==> config.mk <==
export PLATFORM = sky130hd
export DESIGN_NAME = metering_compute_gain_config
export DESIGN_NICKNAME = d
export VERILOG_FILES = /design/src/metering_cfg_pkg.sv /design/src/metering_compute_gain_config.sv
export VERILOG_INCLUDE_DIRS = /design/src
export SDC_FILE = /design/constraint.sdc
export NUM_CORES = 1
export LEC_CHECK = 0
export BUFFER_PORTS_ARGS = -buffer_cell sky130_fd_sc_hd__buf_2
export CORE_ASPECT_RATIO = 0.7
export CORE_MARGIN = 2
export CORE_UTILIZATION = 49
export CTS_BUF_LIST = sky130_fd_sc_hd__clkbuf_4 sky130_fd_sc_hd__clkbuf_8 sky130_fd_sc_hd__clkbuf_16
export DETAILED_ROUTE_END_ITERATION = 10
export GPL_TIMING_DRIVEN = 0
export PLACE_DENSITY_LB_ADDON = 0.1
export SLEW_MARGIN = 20
export SYNTH_ARGS = -nofsm -noshare
export SYNTH_HDL_FRONTEND = slang
export SYNTH_SLANG_ARGS = --single-unit
export TNS_END_PERCENT = 1
==> constraint.sdc <==
create_clock -name clk_in -period 7.75 [get_ports clk_in]
set_input_delay 0.775 -clock clk_in [delete_from_list [all_inputs] [get_ports clk_in]]
set_output_delay 0.775 -clock clk_in [all_outputs]
set_load 0.02 [all_outputs]
==> src/metering_cfg_map.svh <==
// Contract
// - Angle codes 01 volt, 10 current, 11 off
// - Code 00 measures voltage to current angles
// - Bit 11 substitutes nominal voltage, phase A
// - Bit 12 substitutes nominal voltage, phase B
// - Bit 13 substitutes nominal voltage, phase C
// - Bit 15 resets zero, no function
// - Phase current gain codes, reserved act 000
// - Neutral current gain codes, reserved act 000
// - Phase voltage gain codes, reserved act 000
// - Gain bits 15 to 9 reset zero, inert
`ifndef METERING_CFG_MAP_SVH
`define METERING_CFG_MAP_SVH
// ----------------------------------------------------------------
// Register indices; byte address is four times the index
// ----------------------------------------------------------------
`define CM_INDEX 16'he60e
`define GS_INDEX 16'he60f
`define CM_ADDR ({`CM_INDEX, 2'b00})
`define GS_ADDR ({`GS_INDEX, 2'b00})
// ----------------------------------------------------------------
// Field positions in the computation mode register
// ----------------------------------------------------------------
`define CM_ANGLE_LSB 9
`define CM_ANGLE_MSB 10
`define CM_NOM_A_BIT 11
`define CM_NOM_B_BIT 12
`define CM_NOM_C_BIT 13
`define CM_FREQ_BIT 14
`define CM_SPARE_BIT 15
// ----------------------------------------------------------------
// Field positions in the gain register
// ----------------------------------------------------------------
`define GS_PHI_LSB 0
`define GS_PHI_MSB 2
`define GS_NEU_LSB 3
`define GS_NEU_MSB 5
`define GS_VOLT_LSB 6
`define GS_VOLT_MSB 8
// ----------------------------------------------------------------
// Reset values and gain decode limits
// ----------------------------------------------------------------
`define CM_RESET 16'h01ff
`define GS_RESET 16'h0000
`define GAIN_CODE_MAX 3'h4
`define GAIN_CODE_UNITY 3'h0
`define GAIN_FACTOR_ONE 5'h01
`endif

==> src/metering_cfg_pkg.sv <==
package metering_cfg_pkg;
  // Angle measurement selection
  typedef enum logic [1:0] {
    ANGLE_VOLT_CURR = 2'b00,
    ANGLE_VOLT_VOLT = 2'b01,
    ANGLE_CURR_CURR = 2'b10,
    ANGLE_NONE = 2'b11
  } angle_mode_t;
  // Gain selection code as stored
  typedef logic [2:0] gain_code_t;
  // Gain factor 1..16
  typedef logic [4:0] gain_factor_t;
endpackage : metering_cfg_pkg

==> src/metering_compute_gain_config.sv <==
`timescale 1ns/100ps
`default_nettype none
`include "metering_cfg_map.svh"
module metering_compute_gain_config #(
  parameter int ADDR_W = 18,
  parameter int RMS_W = 24
) (
  // Clock and reset
  input wire logic clk_in,
  input wire logic sys_rst_in,
  // APB slave
  input wire logic psel_in,
  input wire logic penable_in,
  input wire logic pwrite_in,
  input wire logic [ADDR_W-1:0] paddr_in,
  input wire logic [31:0] pwdata_in,
  input wire logic [3:0] pstrb_in,
  output logic [31:0] prdata_out,
  output logic pready_out,
  output logic pslverr_out,
  // Measured rms voltages and nominal value from the datapath
  input wire logic [RMS_W-1:0] rms_volt_a_in,
  input wire logic [RMS_W-1:0] rms_volt_b_in,
  input wire logic [RMS_W-1:0] rms_volt_c_in,
  input wire logic [RMS_W-1:0] nominal_voltage_value_in,
  // Voltages chosen for apparent power
  output logic [RMS_W-1:0] apparent_volt_a_out,
  output logic [RMS_W-1:0] apparent_volt_b_out,
  output logic [RMS_W-1:0] apparent_volt_c_out,
  // Substitution flags per phase
  output logic nominal_volt_sub_phase_a_out,
  output logic nominal_volt_sub_phase_b_out,
  output logic nominal_volt_sub_phase_c_out,
  // Angle measurement controls
  output metering_cfg_pkg::angle_mode_t angle_measure_select_out,
  output logic angle_volt_curr_en_out,
  output logic angle_volt_volt_en_out,
  output logic angle_curr_curr_en_out,
  // Line frequency
  output logic line_frequency_select_out,
  // Effective gain codes and factors
  output metering_cfg_pkg::gain_code_t phase_current_gain_out,
  output metering_cfg_pkg::gain_code_t neutral_current_gain_out,
  output metering_cfg_pkg::gain_code_t phase_voltage_gain_out,
  output metering_cfg_pkg::gain_factor_t phase_current_factor_out,
  output metering_cfg_pkg::gain_factor_t neutral_current_factor_out,
  output metering_cfg_pkg::gain_factor_t phase_voltage_factor_out
);
  import metering_cfg_pkg::*;

  // ----------------------------------------------------------------
  // Helper functions
  // ----------------------------------------------------------------

  // Reserved gain codes fold onto unity so the front end never sees
  // an undefined setting
  function automatic gain_code_t fold_gain(input gain_code_t code);
    begin
      if (code > `GAIN_CODE_MAX)
      begin
        fold_gain = `GAIN_CODE_UNITY;
      end
      else
      begin
        fold_gain = code;
      end
    end
  endfunction : fold_gain

  // Factor is two to the power of the folded code
  function automatic gain_factor_t gain_factor(input gain_code_t code);
    begin
      gain_factor = gain_factor_t'(`GAIN_FACTOR_ONE << fold_gain(code));
    end
  endfunction : gain_factor

  // Byte lane merge over the low half word; upper lanes hold nothing
  function automatic logic [15:0] merge_lanes(
    input logic [15:0] old_val,
    input logic [15:0] new_val,
    input logic [1:0] strb
  );
    logic [15:0] mask;
    begin
      mask = {{8{strb[1]}}, {8{strb[0]}}};
      merge_lanes = (old_val & ~mask) | (new_val & mask);
    end
  endfunction : merge_lanes

  // Nominal voltage replaces the measured one when asked
  function automatic logic [RMS_W-1:0] pick_rms(
    input logic sub,
    input logic [RMS_W-1:0] measured,
    input logic [RMS_W-1:0] nominal
  );
    begin
      pick_rms = sub ? nominal : measured;
    end
  endfunction : pick_rms

  // ----------------------------------------------------------------
  // Register storage
  // ----------------------------------------------------------------
  logic [15:0] computation_mode_reg; // Mode register contents
  logic [15:0] computation_mode_next; // Value after a write
  logic [15:0] input_gain_select_reg; // Gain register contents
  logic [15:0] input_gain_select_next; // Value after a write
  logic [31:0] prdata_reg; // Read data captured at setup
  logic [31:0] prdata_next; // Read data to capture
  logic pslverr_reg; // Unmapped flag captured at setup
  logic pslverr_next; // Unmapped flag to capture

  // ----------------------------------------------------------------
  // Bus decode
  // ----------------------------------------------------------------
  wire logic hit_mode; // Address selects the mode register
  wire logic hit_gain; // Address selects the gain register
  wire logic hit_any; // Address maps to a register
  wire logic setup_phase; // First cycle of a transfer
  wire logic access_phase; // Completing cycle of a transfer
  wire logic write_mode; // Write lands in the mode register
  wire logic write_gain; // Write lands in the gain register

  assign hit_mode = (paddr_in == ADDR_W'(`CM_ADDR));
  assign hit_gain = (paddr_in == ADDR_W'(`GS_ADDR));
  assign hit_any = hit_mode | hit_gain;
  assign setup_phase = psel_in & ~penable_in;
  assign access_phase = psel_in & penable_in;
  // Writes to unmapped addresses are dropped and flagged as errors
  assign write_mode = access_phase & pwrite_in & hit_mode;
  assign write_gain = access_phase & pwrite_in & hit_gain;

  // Each field keeps its value until the host writes it again
  assign computation_mode_next = write_mode ?
    merge_lanes(computation_mode_reg, pwdata_in[15:0], pstrb_in[1:0]) :
    computation_mode_reg;
  // Spare bits 15..9 are stored but steer nothing
  assign input_gain_select_next = write_gain ?
    merge_lanes(input_gain_select_reg, pwdata_in[15:0], pstrb_in[1:0]) :
    input_gain_select_reg;

  // Read data is chosen during setup so it comes from a flip-flop
  // in the access cycle; that costs nothing since pready is high
  assign prdata_next = hit_mode ? {16'h0000, computation_mode_reg} :
    hit_gain ? {16'h0000, input_gain_select_reg} :
    32'h0000_0000;
  assign pslverr_next = ~hit_any;

  // ----------------------------------------------------------------
  // Register update
  // ----------------------------------------------------------------

  // Bit 15 and gain bits 15..9 come out of reset as zero
  always_ff @(posedge clk_in or posedge sys_rst_in)
  begin
    if (sys_rst_in)
    begin
      computation_mode_reg <= `CM_RESET;
      input_gain_select_reg <= `GS_RESET;
    end
    else
    begin
      computation_mode_reg <= computation_mode_next;
      input_gain_select_reg <= input_gain_select_next;
    end
  end

  // Read data and error flag are taken at the end of setup
  always_ff @(posedge clk_in or posedge sys_rst_in)
  begin
    if (sys_rst_in)
    begin
      prdata_reg <= 32'h0000_0000;
      pslverr_reg <= 1'b0;
    end
    else if (setup_phase)
    begin
      prdata_reg <= prdata_next;
      pslverr_reg <= pslverr_next;
    end
    else
    begin
      prdata_reg <= prdata_reg;
      pslverr_reg <= pslverr_reg;
    end
  end

  // Zero wait state slave: each access completes in its first cycle
  assign pready_out = 1'b1;
  assign prdata_out = prdata_reg;
  // Error shows only while the access phase is on the bus
  assign pslverr_out = access_phase & pslverr_reg;

  // ----------------------------------------------------------------
  // Field extraction and decode
  // ----------------------------------------------------------------
  wire angle_mode_t angle_sel; // Stored angle field
  wire logic sub_a; // Phase A uses nominal voltage
  wire logic sub_b; // Phase B uses nominal voltage
  wire logic sub_c; // Phase C uses nominal voltage
  wire logic freq_sel; // Line frequency choice
  wire gain_code_t phi_raw; // Stored phase current code
  wire gain_code_t neu_raw; // Stored neutral current code
  wire gain_code_t volt_raw; // Stored phase voltage code

  assign angle_sel = angle_mode_t'(
    computation_mode_reg[`CM_ANGLE_MSB:`CM_ANGLE_LSB]);
  assign sub_a = computation_mode_reg[`CM_NOM_A_BIT];
  assign sub_b = computation_mode_reg[`CM_NOM_B_BIT];
  assign sub_c = computation_mode_reg[`CM_NOM_C_BIT];
  // Only the host knows the mains; the bit is passed on as written
  assign freq_sel = computation_mode_reg[`CM_FREQ_BIT];
  assign phi_raw = input_gain_select_reg[`GS_PHI_MSB:`GS_PHI_LSB];
  assign neu_raw = input_gain_select_reg[`GS_NEU_MSB:`GS_NEU_LSB];
  assign volt_raw = input_gain_select_reg[`GS_VOLT_MSB:`GS_VOLT_LSB];

  // Angle enables from the select code
  logic en_vi; // Voltage to current angles
  logic en_vv; // Voltage to voltage angles
  logic en_ii; // Current to current angles

  // All four codes are legal, so no default arm is needed
  always_comb
  begin
    en_vi = 1'b0;
    en_vv = 1'b0;
    en_ii = 1'b0;
    unique case (angle_sel)
      ANGLE_VOLT_CURR: en_vi = 1'b1;
      ANGLE_VOLT_VOLT: en_vv = 1'b1;
      ANGLE_CURR_CURR: en_ii = 1'b1;
      ANGLE_NONE: en_vi = 1'b0;
    endcase
  end

  // ----------------------------------------------------------------
  // Registered control outputs
  // ----------------------------------------------------------------

  // Outputs lag the register by one cycle; the datapath updates
  // slowly, so the extra cycle is harmless and keeps outputs glitch
  // free
  always_ff @(posedge clk_in or posedge sys_rst_in)
  begin
    if (sys_rst_in)
    begin
      angle_measure_select_out <= ANGLE_VOLT_CURR;
      angle_volt_curr_en_out <= 1'b1;
      angle_volt_volt_en_out <= 1'b0;
      angle_curr_curr_en_out <= 1'b0;
      line_frequency_select_out <= 1'b0;
    end
    else
    begin
      angle_measure_select_out <= angle_sel;
      angle_volt_curr_en_out <= en_vi;
      angle_volt_volt_en_out <= en_vv;
      angle_curr_curr_en_out <= en_ii;
      line_frequency_select_out <= freq_sel;
    end
  end

  // Effective gains: reserved codes never leave this block
  always_ff @(posedge clk_in or posedge sys_rst_in)
  begin
    if (sys_rst_in)
    begin
      phase_current_gain_out <= `GAIN_CODE_UNITY;
      neutral_current_gain_out <= `GAIN_CODE_UNITY;
      phase_voltage_gain_out <= `GAIN_CODE_UNITY;
      phase_current_factor_out <= `GAIN_FACTOR_ONE;
      neutral_current_factor_out <= `GAIN_FACTOR_ONE;
      phase_voltage_factor_out <= `GAIN_FACTOR_ONE;
    end
    else
    begin
      phase_current_gain_out <= fold_gain(phi_raw);
      neutral_current_gain_out <= fold_gain(neu_raw);
      phase_voltage_gain_out <= fold_gain(volt_raw);
      phase_current_factor_out <= gain_factor(phi_raw);
      neutral_current_factor_out <= gain_factor(neu_raw);
      phase_voltage_factor_out <= gain_factor(volt_raw);
    end
  end

  // ----------------------------------------------------------------
  // Apparent power voltage selection
  // ----------------------------------------------------------------

  // The measured input is ignored entirely while substitution is on,
  // so a missing phase voltage cannot disturb apparent power
  always_ff @(posedge clk_in or posedge sys_rst_in)
  begin
    if (sys_rst_in)
    begin
      apparent_volt_a_out <= '0;
      apparent_volt_b_out <= '0;
      apparent_volt_c_out <= '0;
      nominal_volt_sub_phase_a_out <= 1'b0;
      nominal_volt_sub_phase_b_out <= 1'b0;
      nominal_volt_sub_phase_c_out <= 1'b0;
    end
    else
    begin
      apparent_volt_a_out <= pick_rms(sub_a, rms_volt_a_in,
        nominal_voltage_value_in);
      apparent_volt_b_out <= pick_rms(sub_b, rms_volt_b_in,
        nominal_voltage_value_in);
      apparent_volt_c_out <= pick_rms(sub_c, rms_volt_c_in,
        nominal_voltage_value_in);
      nominal_volt_sub_phase_a_out <= sub_a;
      nominal_volt_sub_phase_b_out <= sub_b;
      nominal_volt_sub_phase_c_out <= sub_c;
    end
  end

endmodule : metering_compute_gain_config
`default_nettype wire

==> impl_metrics.csv, run 1 <==
group,metric,value,unit
sta,hold_viol,0,
logic_synthesis,async_flop_share,1.00,
logic_synthesis,synth_flop_cell,"dfrtp_1",
logic_synthesis,synthMostInstantiatedCell,"dfrtp_1",
logic_synthesis,postSynthCellCount,390,
logic_synthesis,netlist_top_cells_area,"dfrtp_1 (59%), mux2_2 (20%), dfstp_2 (5.7%)",
logic_synthesis,syn_area_per_cell,15.3,sq um
sta,fin_worst_skew,0.00589,ns
sta,relSlewSlack,0.459,
floorplanning,die_w,136,um
sta,tightest_slew,0.811,ns
power_and_ir_drop,total_power,1820,uW
setup_path,r2r_slack,5.85,ns
floorplanning,num_rows,33,
logic_synthesis,seq_area_frac_synth,0.648,
global_routing,antenna_found_initial,0,
sta,fmax,0.471,GHz
setup_path,critical_path_peak_fanout,8,
route,ant_nets,0,
setup_path,cp.required,8.04,ns
sta,setup_viol,0,
route,wl_per_cell,16.6,um
route,remaining_drc_errors,0,
route,first_pass_iters,4,
floorplanning,dieHeight,96.4,um
global_routing,grt_overflow,0,
final_layout,nFillCells,883,
final_layout,finalNonFillerCells,851,
global_routing,grt_pass1_wl,21600,um
cts,htree_levels,4,
placement,io_buffer_count,257,
cts,cts_made_buffers,17,
placement,dp_hpwl,10500,um
sta,maxSlewViolCount,0,
logic_synthesis,syn_area,5980,sq um
route,dr.first_iter.drc_count,141,
job,cap_violations,0,
final_layout,multiInputGateArea,1950,sq um
cts,post_cts_resized,0,
floorplanning,design.core.area,11800,sq um
logic_synthesis,yosys-top-cells-count,"dfrtp_1 (141), mux2_2 (104), buf_4 (17), nand2_1 (17), mux2i_1 (16)",
setup_path,arrival,2.42,ns
final_layout,seq_area,3870,sq um
floorplanning,initial_utilization,0.506,
final_layout,area_growth,36.5,%
floorplanning,die_area,13100,sq um
run_status,status,"complete, no violations",
cts,ctsHoldBuffers,0,
cts,clk_latency,0.42,ns
final_layout,drive_above_1_share,0.641,
logic_synthesis,synth.largest_area_cell,"dfrtp_1",
global_routing,grt_util_all_layers,0.226,
global_routing,grt_max_degree,90,
global_routing,grt_pass1_vias,4231,
power_and_ir_drop,p_per_area,223,nW/um^2
cts,clock_sinks,154,
logic_synthesis,synth.ff_latch_count,154,
power_and_ir_drop,ir_drop,0.000163,V
route,vias,4075,
sta,min_period,2.12,ns
route,vias_per_cell,4.79,
floorplanning,ios,294,
cts,clockBufferDepth,2,
final_layout,diodes,0,
power_and_ir_drop,p_leak,0.00423,uW
logic_synthesis,synth_top_area_share,0.590,
sta,finalSetupTns,0,ns
hold_path,hold_path_class,"reg2reg",
setup_path,start_kind,"input pin",
hold_path,min_to,"nominal_volt_sub_phase_b_out$_DFF_PP0_",
cts,cts-root-buf,"clkbuf_16",
setup_path,crit_type,"in2reg",
hold_path,holdPathStages,0,
sta,rsz0062_at_grt,"no",
logic_synthesis,ys_types,30,
route,totalWireLength,14100,um
logic_synthesis,synth_edf_count,0,
setup_path,timing.rr.end,"apparent_volt_c_out[17]$_DFF_PP0_",
placement,gp_congestion,0.800,
setup_path,worst_r2r_path_depth,3,
cts,clk_pin_slew,0.06,ns
logic_synthesis,yosys_warnings,0,
cts,cts_setup_buffers,0,
final_layout,nets,837,
sta,min_period_over_period,0.274,
cts,cts_tree,"yes",
placement,placed_cells,820,
setup_path,critPathCaptureType,"flop",
[power breakdown]
| part | internal (uW) | leakage [uW] | total (uW) | switching (uW) |
|---|---|---|---|---|
| logic | 61.9 | 0.00200 | 144 | 82.1 |
| clock network | 529 | 0.000296 | 845 | 315 |
| registers | 823 | 0.00193 | 828 | 4.71 |
[critical path: stages]
cell	delay [ns]
buf_2	0.12
nor4b_4	0.31
nand4_1	0.24
nor2_2	0.56
mux2_2	0.41
[per-stage QoR]
step,setup WS [ns],hold WS [ns],cell area [sq um],utilization
floorplan,2.85,0.352,6030,-
global placement,1.44,0.358,7510,0.636
detailed placement,5.21,0.357,7550,0.639
CTS,5.64,0.367,8160,0.691
global route,5.54,0.380,8160,0.691
finish,5.63,0.371,8160,0.691
[layer usage]
metal  GRT usage  routed length [um]  up-vias
met5           0                   0        -
met4       0.106                 291        0
met3      0.0720                1250       29
met2       0.380                7010      176
met1       0.269                5580     1977
li1            -                   -     1893
[final cells by class]
class                           instances  share of cell area
Clock inverter                         10              0.0173
Sequential cell                       154               0.474
Timing Repair Buffer                  258               0.161
Inverter                                2             0.00184
Tap cell                              157              0.0241
Multi-Input combinational cell        217               0.238
Buffer                                 32              0.0256
Clock buffer                           21              0.0574
[placed cells by master, fill, tap and decap left out]
| cell type | count |
|---|---|
| a21boi_0 | 1 |
| and2_1 | 9 |
| and3_1 | 2 |
| and4b_1 | 1 |
| and4bb_2 | 1 |
| buf_1 | 4 |
| buf_12 | 1 |
| buf_16 | 1 |
| buf_2 | 258 |
| buf_4 | 17 |
| buf_6 | 1 |
| bufinv_16 | 3 |
| clkbuf_1 | 8 |
| clkbuf_16 | 17 |
| clkbuf_4 | 2 |
| clkbuf_8 | 2 |
| clkinv_2 | 2 |
| clkinv_4 | 2 |
| clkinvlp_4 | 2 |
| conb_1 | 17 |
| dfrtp_1 | 141 |
| dfstp_2 | 13 |
| inv_1 | 1 |
| inv_6 | 1 |
| inv_8 | 1 |
| mux2_2 | 104 |
| mux2i_1 | 16 |
| nand2_1 | 17 |
| nand2b_1 | 1 |
| nand3_4 | 1 |
| nand4_1 | 3 |
| nor2_1 | 4 |
| nor2_2 | 2 |
| nor2b_1 | 14 |
| nor3_4 | 2 |
| nor4b_4 | 2 |
| o21ai_0 | 6 |
| o21ai_2 | 10 |
| or3_1 | 1 |
| xor2_1 | 3 |
[how the worst max path moves through the flow]
stage / startpoint / to / slack, ns / cells after the start
3_3_place_gp: sys_rst_in / apparent_volt_c_out[21]$_DFF_PP0_ / 1.44 / 2
4_1_cts: paddr_in[10] / flop / 5.64 / 5
2_1_floorplan: sys_rst_in / asynchronous set/reset pin / 2.85 / 1
6_report: paddr_in[10] / flop / 5.63 / 5
3_5_place_dp: paddr_in[10] / flop / 5.21 / 5
5_1_grt: paddr_in[10] / flop / 5.54 / 5
[cells by family (layout without fill, tap and decap cells)]
family / count (synthesis) / count (layout) / share of synthesized area
flip-flops: 154 / 154 / 0.648
multiplexers: 120 / 120 / 0.223
AND/OR/NAND/NOR: 60 / 60 / 0.0668
buffers and inverters: 34 / 323 / 0.0362
AO/OA/AOI/OAI: 17 / 17 / 0.0209
XOR/XNOR: 3 / 3 / 0.00440
other: 2 / 17 / 0.00126
No activity file was read; power rests on OpenSTA's default activity.
==> inputs of run 2 (changes only) <==
- CORE_UTILIZATION: 49 -> 46
- clock period: 7.75 -> 2.2 ns (I/O delays scaled with it)
==> run 2 against run 1 <==
Against the previous run:
- global-route usage fell by 1.1 points
- final area rose by 1.0%
- combinational power rose to 3.7 times the previous value
- die area rose by 6.3%
- critical path depth fell by 2
- utilization fell by 3.4 points
- clock-buffer cell count rose by 1
- sequential power rose to 3.5 times the previous value
- sequential cell count did not move
- non-clock buffer count rose by 5
- final cell count rose by 1.3%
- hold slack got worse by 0.34 ns
==> impl_metrics.csv, run 2 (synthesis gave the netlist of run 1 again) <==
group,metric,value,unit
run_status,status,"complete, no violations",
cts,clockBufferDepth,2,
hold_path,hold_path_class,"in2reg",
setup_path,arrival,2.26,ns
final_layout,mostFrequentLayoutCells,"buf_2 (258), dfrtp_1 (141), mux2_2 (104)",
sta,fin_worst_skew,0.00872,ns
sta,relSlewSlack,0.475,
power_and_ir_drop,power.switching_fraction,0.226,
setup_path,cp_cell_sequence,"clkbuf_1, clkbuf_1, mux2_2",
cts,htree_levels,4,
floorplanning,initial_utilization,0.476,
cts,clock_sinks,154,
sta,setup_viol,0,
final_layout,mostFrequentLayoutCell,"buf_2",
power_and_ir_drop,pwr-share-clk,0.456,
placement,gp_congestion,0.827,
final_layout,drive_above_1_share,0.643,
route,dr.first_iter.drc_count,137,
placement,io_buffer_count,257,
floorplanning,design.core.area,12500,sq um
final_layout,nets,842,
placement,dp_slack,0.236,ns
setup_path,critical_path_peak_fanout,10,
sta,maxSlewViolCount,0,
global_routing,grt_pass1_vias,4531,
final_layout,fin_area,8240,sq um
job,cap_violations,0,
setup_path,worst_path_most_repeated_cell,"clkbuf_1",
route,met1_length,5550,um
route,routed-wl-met3,1350,um
sta,rsz0062_at_grt,"no",
global_routing,grt_pass1_wl,22600,um
power_and_ir_drop,ir_drop,0.000529,V
setup_path,slowest_stage,"clkbuf_1",
cts,cts_setup_buffers,0,
sta,holdWs,0.0282,ns
final_layout,nFillCells,1001,
global_routing,grt_util_all_layers,0.214,
route,vias,4117,
sta,min_period,1.96,ns
route,top_layer,"met5",
cts,cts_tree,"yes",
floorplanning,num_rows,34,
cts,clk_latency,0.42,ns
cts,cts_made_buffers,17,
cts,cts-root-buf,"clkbuf_16",
power_and_ir_drop,p_seq_frac,0.461,
placement,dp_hpwl,11000,um
sta,fmax,0.510,GHz
cts,clk_pin_slew,0.07,ns
power_and_ir_drop,p_per_area,768,nW/um^2
floorplanning,dieHeight,99.4,um
route,wl_per_cell,16.6,um
floorplanning,die_area,13900,sq um
final_layout,area_growth,37.9,%
setup_path,start_kind,"flop",
placement,dpl_cell_area,7640,sq um
sta,min_period_over_period,0.891,
power_and_ir_drop,p_int,4900,uW
global_routing,grt_max_degree,35,
setup_path,critPathCaptureType,"flop",
floorplanning,ios,294,
route,ant_nets,0,
sta,tightest_slew,0.787,ns
global_routing,antenna_found_initial,1,
sta,hold_viol,0,
setup_path,timing.critical_path.slowest_cell_delay,0.66,ns
global_routing,grt_overflow,0,
setup_path,cp.required,2.50,ns
sta,layout_setup_ws,0.241,ns
route,first_pass_iters,4,
route,wl_met2,6990,um
route,remaining_drc_errors,0,
power_and_ir_drop,p_sw,1430,uW
route,totalWireLength,14300,um
final_layout,diodes,0,
power_and_ir_drop,p_leak,0.00425,uW
power_and_ir_drop,p_comb_frac,0.084,
route,vias_per_cell,4.78,
floorplanning,die_w,140,um
final_layout,post-route-util,0.657,
setup_path,crit_type,"reg2reg",
==> run 2: final timing paths <==
| kind | startpoint | endpoint | slack, ns | cells past startpoint |
|---|---|---|---|---|
| min reg2reg | flop | nominal_volt_sub_phase_a_out$_DFF_PP0_ | 0.37 | 0 |
| max in group asynchronous | sys_rst_in | asynchronous set/reset pin | 0.85 | 6 |
| min in group asynchronous | sys_rst_in | apparent_volt_a_out[19]$_DFF_PP0_ | 0.35 | 3 |
| min | rms_volt_b_in[5] | apparent_volt_b_out[5]$_DFF_PP0_ | 0.03 | 2 |
| max reg2reg | flop | apparent_volt_c_out[14]$_DFF_PP0_ | 0.24 | 3 |
| max | flop | apparent_volt_c_out[14]$_DFF_PP0_ | 0.24 | 3 |
==> run 2: layout make-up <==
cell class	instances	area, sq um	share of cell area
Sequential cell	154	3870	0.469
Multi-Input combinational cell	217	1950	0.236
Timing Repair Buffer	263	1410	0.171
Clock buffer	22	475	0.0577
Buffer	32	209	0.0253
Tap cell	162	203	0.0246
Clock inverter	10	118	0.0143
Inverter	2	11.3	0.00137
==> run 2: what timing repair did <==
item | 4_1_cts | 5_1_grt
gates resized for setup | 0 | 0
endpoints found under the hold margin | 13 | 0
setup endpoints to repair | 0 | 0
hold buffers | 1 | 0
==> run 2: metrics by stage <==
stage,cells,setup TNS [ns],total power [uW]
2_1_floorplan,405,0,3240
3_3_place_gp,824,-112.13,3460
3_5_place_dp,829,0,3500
4_1_cts,862,0,6390
5_1_grt,862,0,6580
6_report,862,0,6330
==> run 2: routing by layer <==
| layer | GRT usage | vias up |
|---|---|---|
| met4 | 0.0979 | 2 |
| met1 | 0.245 | 1991 |
| li1 | - | 1897 |
| met2 | 0.359 | 191 |
| met5 | 0 | - |
| met3 | 0.0857 | 36 |
==> run 2: power by group through the flow <==
stage	logic, uW	registers (uW)	clock network (uW)
global route	575	2920	3080
floorplan	177	3060	0
global placement	495	2970	0
detailed placement	534	2970	0
CTS	537	2920	2940
finish	529	2920	2880
==> run 2: critical path: cells and delay by family, from the launching register on <==
kind,cells,cell delay [ns]
buffers and inverters,2,1.10
DFF,1,0.34
muxes,1,0.41
==> inputs of run 3 (changes only) <==
- CTS_BUF_LIST: sky130_fd_sc_hd__clkbuf_4 sky130_fd_sc_hd__clkbuf_8 sky130_fd_sc_hd__clkbuf_16 -> unset
==> run 3 against run 2 <==
Against the previous run:
- non-clock buffer count unchanged
- critical path type unchanged
- combinational power about the same
- total power decreased by 0.62%
- final area decreased by 0.14%
- utilization decreased by 0.090 points
- wire length unchanged
- largest cell class unchanged
- highest routed layer unchanged
- final cell count unchanged
- setup slack about the same
- via count decreased by 0.12%
==> impl_metrics.csv, run 3 (synthesis gave the netlist of run 1 again) <==
group,metric,value,unit
floorplanning,initial_utilization,0.476,
power_and_ir_drop,pwr-share-clk,0.452,
floorplanning,dieHeight,99.4,um
global_routing,grt_max_degree,35,
power_and_ir_drop,p_per_area,764,nW/um^2
final_layout,mostFrequentLayoutCells,"buf_2 (258), dfrtp_1 (141), mux2_2 (104)",
floorplanning,die_w,140,um
setup_path,critPathCaptureType,"flop",
cts,clock_sinks,154,
final_layout,nets,842,
route,ant_nets,0,
final_layout,post-route-util,0.656,
floorplanning,num_rows,34,
placement,dpl_cell_area,7640,sq um
route,vias_per_cell,4.77,
power_and_ir_drop,p_int,4870,uW
sta,maxSlewViolCount,0,
setup_path,cpLargestDelayFamily,"buffers and inverters",
sta,hold_viol,0,
setup_path,start_kind,"flop",
setup_path,crit_type,"reg2reg",
setup_path,critPathBufInv,2,
power_and_ir_drop,p_comb_frac,0.084,
hold_path,hold_path_class,"in2reg",
cts,clockBufferDepth,2,
global_routing,grt_pass1_vias,4531,
power_and_ir_drop,ir_drop,0.000526,V
setup_path,r2r_slack,0.24,ns
cts,clk_latency,0.42,ns
power_and_ir_drop,p_sw,1430,uW
setup_path,worst_path_most_repeated_cell,"clkbuf_1",
global_routing,antenna_found_initial,1,
setup_path,timing.rr.end,"apparent_volt_c_out[14]$_DFF_PP0_",
global_routing,grt_overflow,0,
sta,tightest_slew,0.787,ns
floorplanning,ios,294,
final_layout,area_growth,37.8,%
sta,layout_setup_ws,0.241,ns
setup_path,timing.critical_path.slowest_cell_delay,0.66,ns
final_layout,finalNonFillerCells,862,
route,vias,4112,
placement,placed_cells,829,
cts,cts_made_buffers,17,
hold_path,holdPathStages,2,
setup_path,worst_r2r_path_depth,3,
route,totalWireLength,14300,um
placement,dp_slack,0.236,ns
placement,dp_hpwl,11000,um
route,wl_per_cell,16.6,um
sta,min_period,1.96,ns
final_layout,diodes,0,
cts,htree_levels,4,
power_and_ir_drop,p_leak,0.00424,uW
global_routing,grt_util_all_layers,0.214,
floorplanning,die_area,13900,sq um
route,dr.first_iter.drc_count,137,
cts,post_cts_resized,0,
hold_path,hp-start,"rms_volt_b_in[5]",
setup_path,slowest_stage,"clkbuf_1",
route,first_pass_iters,4,
cts,cts_tree,"yes",
placement,gp_congestion,0.827,
cts,clk_pin_slew,0.07,ns
power_and_ir_drop,power.switching_fraction,0.227,
final_layout,nFillCells,1004,
setup_path,arrival,2.26,ns
sta,rsz0062_at_grt,"no",
cts,cts-root-buf,"clkbuf_16",
sta,relSlewSlack,0.475,
placement,io_buffer_count,257,
global_routing,grt_pass1_wl,22600,um
route,remaining_drc_errors,0,
setup_path,cp_cell_sequence,"clkbuf_1, clkbuf_1, mux2_2",
sta,setup_viol,0,
setup_path,cp.required,2.50,ns
hold_path,min_to,"apparent_volt_b_out[5]$_DFF_PP0_",
final_layout,mostFrequentLayoutCell,"buf_2",
power_and_ir_drop,p_seq_frac,0.464,
run_status,status,"complete, no violations",
floorplanning,design.core.area,12500,sq um
sta,fin_worst_skew,0.00873,ns
sta,fmax,0.510,GHz
final_layout,fin_area,8230,sq um
sta,min_period_over_period,0.891,
setup_path,critical_path_peak_fanout,10,
job,cap_violations,0,
final_layout,drive_above_1_share,0.639,
-- run 3: cell counts in the layout (fill, tap and decap cells not counted) --
Identical to the previous run, type by type.
-- run 3: power groups by stage --
| stage | registers [uW] | clock network (uW) | logic, uW |
|---|---|---|---|
| finish | 2920 | 2850 | 529 |
| global route | 2920 | 3040 | 575 |
| CTS | 2920 | 2900 | 537 |
| detailed placement | 2970 | 0 | 534 |
| global placement | 2970 | 0 | 495 |
| floorplan | 3060 | 0 | 177 |
-- run 3: what timing repair did --
action / CTS / global route
endpoints found under the hold margin: 13 / 0
hold buffers: 1 / 0
setup buffers: 0 / 0
-- run 3: layer usage --
metal	share of wire	GRT usage	vias up
met1	0.39	0.245	1990
met3	0.095	0.0857	34
met5	0.00049	0	-
met2	0.49	0.359	189
li1	-	-	1897
met4	0.028	0.0979	2
-- run 3: cell type report --
cell class,instances,area [sq um],area share
Clock buffer,22,464,0.0564
Inverter,2,11.3,0.00137
Tap cell,162,203,0.0246
Clock inverter,10,118,0.0143
Multi-Input combinational cell,217,1950,0.236
Sequential cell,154,3870,0.470
Timing Repair Buffer,263,1410,0.171
Buffer,32,209,0.0254
-- run 3: worst max path at each step --
stage                     cells after the start                                end  startpoint
after floorplan                               1         asynchronous set/reset pin  sys_rst_in
after global placement                        2  apparent_volt_b_out[10]$_DFF_PP0_  sys_rst_in
after detailed placement                      3  apparent_volt_c_out[16]$_DFF_PP0_        flop
after CTS                                     3  apparent_volt_c_out[16]$_DFF_PP0_        flop
after global routing                          3  apparent_volt_c_out[16]$_DFF_PP0_        flop
final                                         3  apparent_volt_c_out[14]$_DFF_PP0_        flop
-- run 3: through the flow --
stage | power (uW) | hold slack (ns) | setup TNS, ns
after floorplan | 3240 | 0.352 | 0
after global placement | 3460 | 0.357 | -112.13
after detailed placement | 3500 | 0.243 | 0
after CTS | 6350 | 0.0159 | 0
after global routing | 6540 | 0.0184 | 0
final | 6290 | 0.0290 | 0
-- run 3: worst reg2reg max path: cells and delay by family (launching register included) --
kind                   cells  cell delay [ns]
buffers and inverters      2             1.10
muxes                      1             0.41
DFF                        1             0.34
